File: src/design/pif_pkg.sv
// Package: register map, field positions, reset values and timing for the
// peripheral interrupt flag block.
// Assumes one 10 MHz clock and a byte-wide register port with 16-bit address.
package pif_pkg;

  // ---------------------------------------------------------------
  // Register offsets
  // ---------------------------------------------------------------
  localparam logic [15:0] OFS_IRQ_ENABLE = 16'hFF23;
  localparam logic [15:0] OFS_IRQ_PENDING = 16'hFF25;
  localparam logic [15:0] OFS_IRQ_PRIORITY = 16'hFF20;
  localparam logic [15:0] OFS_SER_MODE = 16'hFF48;
  localparam logic [15:0] OFS_SER_TRIGGER = 16'hFF49;
  localparam logic [15:0] OFS_SER_DATA = 16'hFF4A;
  localparam logic [15:0] OFS_CPU_MASK = 16'hFF30;

  // ---------------------------------------------------------------
  // Source bit positions in enable and pending
  // ---------------------------------------------------------------
  localparam int BIT_TIMER1 = 7;
  localparam int BIT_TIMER0 = 6;
  localparam int BIT_KEY_GRP1 = 5;
  localparam int BIT_KEY_UPPER = 4;
  localparam int BIT_KEY_LOWER = 3;
  localparam int BIT_SER_ERROR = 2;
  localparam int BIT_SER_RX = 1;
  localparam int BIT_SER_TX = 0;

  // ---------------------------------------------------------------
  // Serial mode and trigger fields
  // ---------------------------------------------------------------
  localparam int MODE_SERIAL_SEL = 0;
  localparam int MODE_MASTER = 4;
  localparam int TRG_TX_EN = 0;
  localparam int TRG_TX_GO = 1;
  localparam int TRG_RX_EN = 2;
  localparam int TRG_RX_GO = 3;

  // ---------------------------------------------------------------
  // Reset values
  // ---------------------------------------------------------------
  localparam logic [7:0] RST_ENABLE = 8'h00;
  localparam logic [7:0] RST_PENDING = 8'h00;
  localparam logic [7:0] RST_PRIORITY = 8'h00;
  localparam logic [7:0] RST_MODE = 8'h00;
  localparam logic [1:0] RST_CPU_MASK = 2'h0;

  // ---------------------------------------------------------------
  // Timing: shift clock is the low frequency oscillator divided by one
  // ---------------------------------------------------------------
  localparam int SHIFT_DIV = 1;
  localparam int BYTE_BITS = 8;

  typedef enum logic [1:0] {
    SH_IDLE = 2'b00,
    SH_LOW = 2'b01,
    SH_HIGH = 2'b11,
    SH_DONE = 2'b10
  } shift_state_e;

endpackage

File: src/design/peripheral_interrupt_flag_control.sv
// Interrupt enable and pending flags with a clock-synchronous serial master.
// Assumes a single-cycle register port; slave drives ready low when ready.
//
// Operation
// Eight-bit enable register: timers, three key groups, serial error, rx, tx.
// Enable bits read/write, zero at reset; one permits the source.
// Pending register same order; flag set by its source, zero at reset.
// Writing one clears a pending flag; zero leaves it alone.
// Software writes ones only to flags it means to clear.
// Serial mode sets direction of data in, data out, clock and ready pins.
// Master shift clock is oscillator tick divided by one, driven out.
// Slave signals readiness; master checks it before each byte.
// Trigger register read shows the opposite direction's status.
// Software reads triggers first and writes ones only where needed.
// CPU mask blocks lower levels until reset or flag cleared.
// Request per source only while flag and enable both one, at its level.
`timescale 1ns/100ps
module peripheral_interrupt_flag_control #(
  parameter int DATA_W = 8
) (
  // Clock and reset
  input wire logic i_mclk,
  input wire logic i_rst_n,
  // Register port
  input wire logic [15:0] i_addr,
  input wire logic [DATA_W-1:0] i_wdata,
  input wire logic i_wr,
  input wire logic i_rd,
  output logic [DATA_W-1:0] o_rdata,
  // Event sources
  input wire logic i_timer1_evt,
  input wire logic i_timer0_evt,
  input wire logic i_key_grp1_evt,
  input wire logic i_key_upper_evt,
  input wire logic i_key_lower_evt,
  input wire logic i_low_freq_oscillator,
  // Serial pins
  input wire logic i_serial_data_in,
  input wire logic i_slave_ready_input,
  output logic o_serial_data_out,
  output logic o_serial_clk,
  output logic o_serial_clk_oe,
  output logic o_serial_data_out_oe,
  output logic [3:0] o_port_dir,
  // Interrupt
  output logic o_irq,
  output logic [1:0] o_irq_level
);

  // ---------------------------------------------------------------
  // Parameter check
  // ---------------------------------------------------------------
  if (DATA_W != 8) begin : g_bad_width
    $error("DATA_W must be 8");
  end

  // ---------------------------------------------------------------
  // Registers
  // ---------------------------------------------------------------
  logic [7:0] irq_enable;
  logic [7:0] irq_pending;
  logic [7:0] irq_priority;
  logic [7:0] ser_mode;
  logic [1:0] cpu_mask;
  logic tx_en, rx_en, tx_busy, rx_busy;
  logic [7:0] shift_reg;
  logic [3:0] bit_cnt;
  logic [7:0] sev;
  logic ser_err_evt, ser_rx_evt, ser_tx_evt;
  logic shift_tick;
  pif_pkg::shift_state_e sh_state;
  logic [7:0] req;
  logic [1:0] lvl_timer, lvl_key, lvl_ser, next_level;

  // ---------------------------------------------------------------
  // Address decode
  // ---------------------------------------------------------------
  function automatic logic hit(input logic [15:0] a, input logic [15:0] ofs);
    hit = (a == ofs);
  endfunction

  wire logic wr_en = i_wr && hit(i_addr, pif_pkg::OFS_IRQ_ENABLE);
  wire logic wr_pend = i_wr && hit(i_addr, pif_pkg::OFS_IRQ_PENDING);
  wire logic wr_trg = i_wr && hit(i_addr, pif_pkg::OFS_SER_TRIGGER);
  wire logic serial_on = ser_mode[pif_pkg::MODE_SERIAL_SEL];
  wire logic master = ser_mode[pif_pkg::MODE_MASTER];

  // ---------------------------------------------------------------
  // Enable, priority and serial mode registers
  // ---------------------------------------------------------------
  // enable storage
  always_ff @(posedge i_mclk or negedge i_rst_n) begin
    if (!i_rst_n) begin
      irq_enable <= pif_pkg::RST_ENABLE;
    end else if (wr_en) begin
      irq_enable <= i_wdata;
    end
  end

  // Priority levels per source group
  always_ff @(posedge i_mclk or negedge i_rst_n) begin
    if (!i_rst_n) begin
      irq_priority <= pif_pkg::RST_PRIORITY;
    end else if (i_wr && hit(i_addr, pif_pkg::OFS_IRQ_PRIORITY)) begin
      irq_priority <= i_wdata;
    end
  end

  // Serial mode selection
  always_ff @(posedge i_mclk or negedge i_rst_n) begin
    if (!i_rst_n) begin
      ser_mode <= pif_pkg::RST_MODE;
    end else if (i_wr && hit(i_addr, pif_pkg::OFS_SER_MODE)) begin
      ser_mode <= i_wdata;
    end
  end

  // ---------------------------------------------------------------
  // Pending flags
  // ---------------------------------------------------------------
  always_comb begin
    sev = 8'h00;
    sev[pif_pkg::BIT_TIMER1] = i_timer1_evt;
    sev[pif_pkg::BIT_TIMER0] = i_timer0_evt;
    sev[pif_pkg::BIT_KEY_GRP1] = i_key_grp1_evt;
    sev[pif_pkg::BIT_KEY_UPPER] = i_key_upper_evt;
    sev[pif_pkg::BIT_KEY_LOWER] = i_key_lower_evt;
    sev[pif_pkg::BIT_SER_ERROR] = ser_err_evt;
    sev[pif_pkg::BIT_SER_RX] = ser_rx_evt;
    sev[pif_pkg::BIT_SER_TX] = ser_tx_evt;
  end

  // set wins over write-one clear
  always_ff @(posedge i_mclk or negedge i_rst_n) begin
    if (!i_rst_n) begin
      irq_pending <= pif_pkg::RST_PENDING;
    end else begin
      irq_pending <= (irq_pending & ~(wr_pend ? i_wdata : 8'h00)) | sev;
    end
  end

  // ---------------------------------------------------------------
  // Serial master: triggers, shift clock and shifter
  // ---------------------------------------------------------------
  // shift clock tick from oscillator, divide by one
  assign shift_tick = i_low_freq_oscillator;

  // start requires slave ready low, no wait
  wire logic ready_ok = !i_slave_ready_input;
  wire logic go_tx = wr_trg && i_wdata[pif_pkg::TRG_TX_GO] && tx_en && !tx_busy;
  wire logic go_rx = wr_trg && i_wdata[pif_pkg::TRG_RX_GO] && rx_en && !rx_busy;
  // start refused with serial off or slave not ready raises the error flag
  assign ser_err_evt = (go_tx || go_rx) && (!serial_on || !ready_ok);

  // Trigger enable bits
  always_ff @(posedge i_mclk or negedge i_rst_n) begin
    if (!i_rst_n) begin
      tx_en <= 1'b0;
      rx_en <= 1'b0;
    end else if (wr_trg) begin
      tx_en <= i_wdata[pif_pkg::TRG_TX_EN];
      rx_en <= i_wdata[pif_pkg::TRG_RX_EN];
    end
  end

  // shifter: data out on the fall, data in taken on the rise
  always_ff @(posedge i_mclk or negedge i_rst_n) begin
    if (!i_rst_n) begin
      sh_state <= pif_pkg::SH_IDLE;
      tx_busy <= 1'b0;
      rx_busy <= 1'b0;
      shift_reg <= 8'h00;
      bit_cnt <= 4'h0;
      o_serial_clk <= 1'b1;
      o_serial_data_out <= 1'b1;
      ser_rx_evt <= 1'b0;
      ser_tx_evt <= 1'b0;
    end else begin
      ser_rx_evt <= 1'b0;
      ser_tx_evt <= 1'b0;
      case (sh_state)
        pif_pkg::SH_IDLE: begin
          if ((go_tx || go_rx) && serial_on && master && ready_ok) begin
            tx_busy <= go_tx;
            rx_busy <= go_rx;
            if (go_tx && i_wr && hit(i_addr, pif_pkg::OFS_SER_DATA)) begin
              shift_reg <= i_wdata;
            end
            bit_cnt <= 4'h0;
            sh_state <= pif_pkg::SH_LOW;
          end else if (i_wr && hit(i_addr, pif_pkg::OFS_SER_DATA)) begin
            shift_reg <= i_wdata;
          end
        end
        pif_pkg::SH_LOW: begin
          if (shift_tick) begin
            o_serial_clk <= 1'b0;
            o_serial_data_out <= shift_reg[0];
            sh_state <= pif_pkg::SH_HIGH;
          end
        end
        pif_pkg::SH_HIGH: begin
          if (shift_tick) begin
            o_serial_clk <= 1'b1;
            shift_reg <= {i_serial_data_in, shift_reg[7:1]};
            bit_cnt <= bit_cnt + 4'h1;
            sh_state <= (bit_cnt == 4'(pif_pkg::BYTE_BITS - 1)) ?
              pif_pkg::SH_DONE : pif_pkg::SH_LOW;
          end
        end
        pif_pkg::SH_DONE: begin
          ser_tx_evt <= tx_busy;
          ser_rx_evt <= rx_busy;
          tx_busy <= 1'b0;
          rx_busy <= 1'b0;
          o_serial_data_out <= 1'b1;
          sh_state <= pif_pkg::SH_IDLE;
        end
        default: sh_state <= pif_pkg::SH_IDLE;
      endcase
    end
  end

  // pin direction follows serial mode
  always_ff @(posedge i_mclk or negedge i_rst_n) begin
    if (!i_rst_n) begin
      o_port_dir <= 4'h0;
      o_serial_clk_oe <= 1'b0;
      o_serial_data_out_oe <= 1'b0;
    end else begin
      o_port_dir <= serial_on ? {1'b0, master, 1'b1, 1'b0} : 4'h0;
      o_serial_clk_oe <= serial_on && master;
      o_serial_data_out_oe <= serial_on;
    end
  end

  // ---------------------------------------------------------------
  // Interrupt request and CPU mask
  // ---------------------------------------------------------------
  // request needs flag and enable
  assign req = irq_pending & irq_enable;
  assign lvl_timer = irq_priority[1:0];
  assign lvl_key = irq_priority[3:2];
  assign lvl_ser = irq_priority[5:4];

  always_comb begin
    next_level = 2'h0;
    if (|req[pif_pkg::BIT_SER_ERROR:pif_pkg::BIT_SER_TX] && lvl_ser > next_level) begin
      next_level = lvl_ser;
    end
    if (|req[pif_pkg::BIT_KEY_GRP1:pif_pkg::BIT_KEY_LOWER] && lvl_key > next_level) begin
      next_level = lvl_key;
    end
    if (|req[pif_pkg::BIT_TIMER1:pif_pkg::BIT_TIMER0] && lvl_timer > next_level) begin
      next_level = lvl_timer;
    end
  end

  // mask raised on accept, lowered by write or flag clear
  always_ff @(posedge i_mclk or negedge i_rst_n) begin
    if (!i_rst_n) begin
      cpu_mask <= pif_pkg::RST_CPU_MASK;
    end else if (i_wr && hit(i_addr, pif_pkg::OFS_CPU_MASK)) begin
      cpu_mask <= i_wdata[1:0];
    end else if (wr_pend && |(i_wdata & irq_pending)) begin
      cpu_mask <= 2'h0;
    end else if (o_irq) begin
      cpu_mask <= o_irq_level;
    end
  end

  // request pulse and its level
  always_ff @(posedge i_mclk or negedge i_rst_n) begin
    if (!i_rst_n) begin
      o_irq <= 1'b0;
      o_irq_level <= 2'h0;
    end else begin
      o_irq <= (next_level > cpu_mask) && !o_irq;
      o_irq_level <= next_level;
    end
  end

  // ---------------------------------------------------------------
  // Read data
  // ---------------------------------------------------------------
  always_ff @(posedge i_mclk or negedge i_rst_n) begin
    if (!i_rst_n) begin
      o_rdata <= 8'h00;
    end else if (i_rd) begin
      case (i_addr)
        pif_pkg::OFS_IRQ_ENABLE: o_rdata <= irq_enable;
        pif_pkg::OFS_IRQ_PENDING: o_rdata <= irq_pending;
        pif_pkg::OFS_IRQ_PRIORITY: o_rdata <= irq_priority;
        pif_pkg::OFS_SER_MODE: o_rdata <= ser_mode;
        // triggers read as opposite status
        pif_pkg::OFS_SER_TRIGGER: o_rdata <= {4'h0, tx_busy, rx_en, rx_busy, tx_en};
        pif_pkg::OFS_SER_DATA: o_rdata <= shift_reg;
        pif_pkg::OFS_CPU_MASK: o_rdata <= {6'h00, cpu_mask};
        default: o_rdata <= 8'h00;
      endcase
    end else begin
      o_rdata <= 8'h00;
    end
  end

endmodule // peripheral_interrupt_flag_control

File: config.mk
export PLATFORM = sky130hd
export DESIGN_NAME = peripheral_interrupt_flag_control
export DESIGN_NICKNAME = d
export VERILOG_FILES = /design/src/design/pif_pkg.sv /design/src/design/peripheral_interrupt_flag_control.sv
export SDC_FILE = /design/constraint.sdc
export NUM_CORES = 1
export LEC_CHECK = 0
export BUFFER_PORTS_ARGS = -buffer_cell sky130_fd_sc_hd__buf_2
export CAP_MARGIN = 20
export CORE_UTILIZATION = 60
export CTS_BUF_LIST = sky130_fd_sc_hd__clkbuf_8
export DETAILED_ROUTE_END_ITERATION = 10
export GPL_TIMING_DRIVEN = 1
export PLACE_DENSITY = 0.83
export SLEW_MARGIN = 20
export SYNTH_ARGS = -nofsm -noshare
export SYNTH_HDL_FRONTEND = slang
export SYNTH_SLANG_ARGS = --single-unit
File: constraint.sdc
create_clock -name i_mclk -period 6.7 [get_ports i_mclk]
set_clock_uncertainty 0.05 [all_clocks]
set_input_delay 0.335 -clock i_mclk [delete_from_list [all_inputs] [get_ports i_mclk]]
set_output_delay 0.335 -clock i_mclk [all_outputs]
set_load 0.01 [all_outputs]
* Word-level counts from Yosys, hierarchy flattened
Cells that the tools add are included.
Storage, ports and cells: register bits 72, input bits 36, output and inout bits 19
Operators by class: $add $sub $neg 1, magnitude comparators 4, eq/ne operators 16, muxes and demuxes 34, bitwise logic cells 5, reductions and logical operators 48
Operator list (count):
- $eq 16x16->1 const B | 7
- $pmux 8 s7 | 1
- $mux 8 | 6
- $logic_and 1x1->1 | 25
- $and 8x8->8 | 3
- $mux 2 | 10
- $pmux 8 s2 | 1
- $reduce_and 3->1 | 3
- $mux 4 | 2
- $not 8->8 | 1
- $or 8x8->8 | 1
- $pmux 1 s2 | 4
- $pmux 2 s4 | 1
- $pmux 4 s2 | 1
- $reduce_bool 2->1 | 4
- $reduce_or 8->1 | 1
- $mux 1 | 7
- $gt 2x2->1 | 3
- $ne 2x2->1 const B | 3
- $ne 3x3->1 const B | 2
- $reduce_or 3->1 | 2
- $logic_not 1->1 | 5
- $add 4x1->4 const B | 1
- $eq 2x2->1 const B | 2
- other kinds (10) | 12

* Logic depth before layout (Yosys ltp)
depth after elaboration 12, gate-level depth with buffers 16, mapped depth without buffers 16

* Worst setup path before layout
Ideal clock, no wire load.
kind reg2reg, from register irq_pending[1], to register o_irq, setup time 0.094 ns, arrival 3.097 ns, data required time 6.556 ns, path slack 3.459 ns, cell stages (with the launch flop) 13, cells stage by stage dfrtp_1 -> a222oi_1 -> nor2b_1 -> ha_1 -> a211oi_1 -> mux2_2 -> ha_1 -> a211o_1 -> nor2_1 -> a21oi_1 -> ha_1 -> a21oi_1 -> a211oi_1
On the way: longest elaborated chain between the ends 12
RTL lines:
- from (decl) | line peripheral_interrupt_flag_control.sv:61 | logic [7:0] irq_pending;
- from (signal assigned) | line peripheral_interrupt_flag_control.sv:136 | irq_pending <= pif_pkg::RST_PENDING;
- from (signal assigned) | line peripheral_interrupt_flag_control.sv:138 | irq_pending <= (irq_pending & ~(wr_pend ? i_wdata : 8'h00)) | sev;
- $and 8x8->8 * | line peripheral_interrupt_flag_control.sv:241 | assign req = irq_pending & irq_enable;
- $reduce_or 3->1 * | line peripheral_interrupt_flag_control.sv:248 | if (|req[pif_pkg::BIT_SER_ERROR:pif_pkg::BIT_SER_TX] && lvl_ser > next_level) begin
- $logic_and 1x1->1 * | line peripheral_interrupt_flag_control.sv:248
- $mux 2 * | line peripheral_interrupt_flag_control.sv:248
- $gt 2x2->1 | line peripheral_interrupt_flag_control.sv:251 | if (|req[pif_pkg::BIT_KEY_GRP1:pif_pkg::BIT_KEY_LOWER] && lvl_key > next_level) begin
- $logic_and 1x1->1 | line peripheral_interrupt_flag_control.sv:251
- $mux 2 * | line peripheral_interrupt_flag_control.sv:251
- $gt 2x2->1 | line peripheral_interrupt_flag_control.sv:254 | if (|req[pif_pkg::BIT_TIMER1:pif_pkg::BIT_TIMER0] && lvl_timer > next_level) begin
- $logic_and 1x1->1 | line peripheral_interrupt_flag_control.sv:254
- $mux 2 * | line peripheral_interrupt_flag_control.sv:254
- net next_level[1] | line peripheral_interrupt_flag_control.sv:73 | logic [1:0] lvl_timer, lvl_key, lvl_ser, next_level;
- $gt 2x2->1 * | line peripheral_interrupt_flag_control.sv:278 | o_irq <= (next_level > cpu_mask) && !o_irq;
- $logic_and 1x1->1 * | line peripheral_interrupt_flag_control.sv:278
- to (signal assigned) | line peripheral_interrupt_flag_control.sv:278
- to (decl) | line peripheral_interrupt_flag_control.sv:46 | output logic o_irq,
Mark *: on every way through the listed nets, which the timed path passes. The rest lies on a longest branch. A chain may end at the register's enable or synchronous reset.

* Worst setup path in the final report
Ends and elaborated chain as after synthesis.

==> impl_metrics.json <==
{
  "ff2ff_path_depth": 13,
  "cp-start-kind": "flip-flop",
  "drc": 0,
  "fin_nets": 436,
  "initial_core_util_pct": 62.3,
  "p_sw_share_pct": 24.1,
  "drive_gt1_share_pct": 22.4,
  "io_buffer_count": 52,
  "fin_ws_ps": 3070,
  "htree_num_levels": 3,
  "clkTransAtPathRegs_ps": 80,
  "fin_crit_ps": 3630,
  "p_int_w": 0.000593,
  "area_delta_synth_final_pct": 12.0,
  "die_x_um": 80.6,
  "rsz0062_at_grt": "false",
  "pwr-share-clk_pct": 40.9,
  "gp_congestion": 0.942,
  "end_kind": "flip-flop",
  "syn_area_mm2": 0.00371,
  "synth-seq-cells": 69,
  "r2r_slack_ps": 3070,
  "rr_startpoint": "irq_pending[1]",
  "grt-ovfl-total": 0,
  "cts.sinks": 69,
  "synth_edf_count": 0,
  "crit_type": "flip-flop to flip-flop",
  "setup-violations-final": 0,
  "seqPwrFrac_pct": 53.3,
  "antenna_cells": 0,
  "cts_setup_buffers": 0,
  "hold_class": "input port to flip-flop",
  "n_fill_cell": 471,
  "dp_slack_ps": 3080,
  "p_sw_w": 0.000189,
  "grt_pass1_vias": 2724,
  "num_vias": 3056,
  "cellPowerDensity_mw_per_mm2": 188,
  "max_cap_viol_count": 0,
  "p_leak_nw": 2.02,
  "cts_inserted_buffers": 9,
  "crit_start": "irq_pending[1]",
  "root_buffer": "clkbuf_8",
  "worstMarginPinSlew_ps": 845,
  "cp_max_fo": 4,
  "fin_crit_sh_pct": 54.1,
  "grt_pass1_wl_um": 14400,
  "grt_antenna_before_repair": 0,
  "antenna_left": 0,
  "die-area_mm2": 0.00650,
  "clock_path_buffers": 2,
  "grt_use_total_pct": 30.2,
  "hold_ws_ps": 113,
  "dp.final_hpwl_um": 6670,
  "ctsHoldBuffers": 0,
  "final_common_cell": "dfrtp_1",
  "vias_per_cell": 6.46,
  "cts_resized": 0,
  "avgRoutedWirePerCell_um": 19.4,
  "syn_area_per_cell_um2": 10.7,
  "ys_warn_count": 0,
  "max-vdd-ir-drop_uv": 127,
  "hold_violations": 0,
  "crit_path_end": "o_irq",
  "cts_tree": "done",
  "status": "finished clean",
  "ys.flop_type": "dfrtp_1",
  "core_mm2": 0.00596,
  "row_count": 28,
  "syn_inst": 347,
  "fmax_mhz": 276,
  "p_comb_share_pct": 5.9,
  "async_reset_ff_share_pct": 100,
  "chipHeight_um": 80.6,
  "critPathArrivalTime_ps": 3830,
  "grt_max_degree": 70,
  "tns_ps": 0,
  "drt-total-wl_um": 9170,
  "required_ps": 6900,
  "drt_pass1_iterations": 6,
  "final_cell_mix": "dfrtp_1, buf_2, nand2_1",
  "first_iter_violations": 421,
  "ios": 55,
  "clock_latency_ps": 340,
  "report.final.slew_viol_count": 0,
  "maxSlewHeadroom_pct": 43.7,
  "ys_seq_area_share_pct": 46.6,
  "rr_endpoint": "o_irq",
  "ys_types": 58
}
-- layout make-up --
cell class,instances,area [um^2],share of cell area [%]
timing repair buffer,54,275,6.63
sequential,69,1730,41.6
clock inverter,4,23.8,0.572
inverter,12,45.0,1.08
clock buffer,12,165,3.98
tap,75,93.8,2.26
multi-input combinational,247,1820,43.8
-- cell usage after synthesis (6+ instances only) --
library cell   n  area, um^2
inv_1         12        45.0
a31oi_1        7        43.8
and2_1         6        37.5
nand3_1       18        90.1
mux2i_1       16         160
a22oi_1        8        60.1
buf_4          7        52.6
ha_1           7        87.6
dfrtp_1       67        1680
nor2_1        16        60.1
and3_1         8        50.1
mux2_1        22         248
a21o_1         8        60.1
buf_2          7        35.0
nand4_1        6        37.5
a21oi_1       16        80.1
o21ai_0       10        50.1
nor3_1         6        30.0
nand2_1       25        93.8
-- power groups by stage --
| stage | registers, W | logic, W | clock network, W |
|---|---|---|---|
| 2_1_floorplan | 0.000425 | 0.0000158 | 0 |
| 3_3_place_gp | 0.000425 | 0.0000448 | 0 |
| 3_5_place_dp | 0.000425 | 0.0000460 | 0 |
| 6_report | 0.000417 | 0.0000458 | 0.000320 |
| 5_1_grt | 0.000416 | 0.0000501 | 0.000343 |
| 4_1_cts | 0.000416 | 0.0000460 | 0.000324 |
-- cells by family (layout without fill, tap and decap cells) --
family,Yosys count,after routing,synth area share [%]
simple gates,116,116,19.0
compound gates,80,80,15.4
flops,69,69,46.6
mux,41,41,11.9
buf+inv,32,82,4.39
fa+ha+maj,7,7,2.36
other cells,1,2,0.101
xor+xnor,1,1,0.236
-- per-layer routing --
| layer | up-vias | GRT usage [%] | share of wire, % |
|---|---|---|---|
| met5 | - | 0 | 0 |
| met1 | 1514 | 44.4 | 46 |
| met4 | 0 | 12.0 | 2.3 |
| li1 | 1386 | - | - |
| met2 | 138 | 44.3 | 45 |
| met3 | 18 | 4.89 | 5.7 |
-- critical path: stages (launching register included) --
cell and delay, ps:
dfrtp_1 420, a222oi_1 450, nor2b_1 140, inv_1 100, ha_1 240, a211oi_1 370, mux2_2 410, ha_1 280
a211o_1 310, nor2_1 100, a21oi_1 60, ha_1 310, a21oi_1 60, a211oi_1 220
-- how the worst min path moves through the flow --
| stage | startpoint | endpoint | cells past startpoint |
|---|---|---|---|
| after floorplan | i_rst_n | bit_cnt[0] | 0 |
| after global placement | ser_tx_evt | irq_pending[0] | 1 |
| after detailed placement | ser_tx_evt | irq_pending[0] | 1 |
| after CTS | i_timer1_evt | irq_pending[7] | 2 |
| after global routing | i_timer0_evt | irq_pending[6] | 2 |
| final | i_key_lower_evt | irq_pending[3] | 2 |
-- metrics by stage --
stage	power, W	cell area [um^2]	std cells	utilization [%]
after floorplan	0.000440	3710	348	-
after global placement	0.000469	3960	457	66.6
after detailed placement	0.000471	3960	457	66.6
after CTS	0.000787	4150	473	69.7
after global routing	0.000809	4150	473	69.7
final	0.000782	4150	473	69.7
No activity file was read; power rests on OpenSTA's default activity.
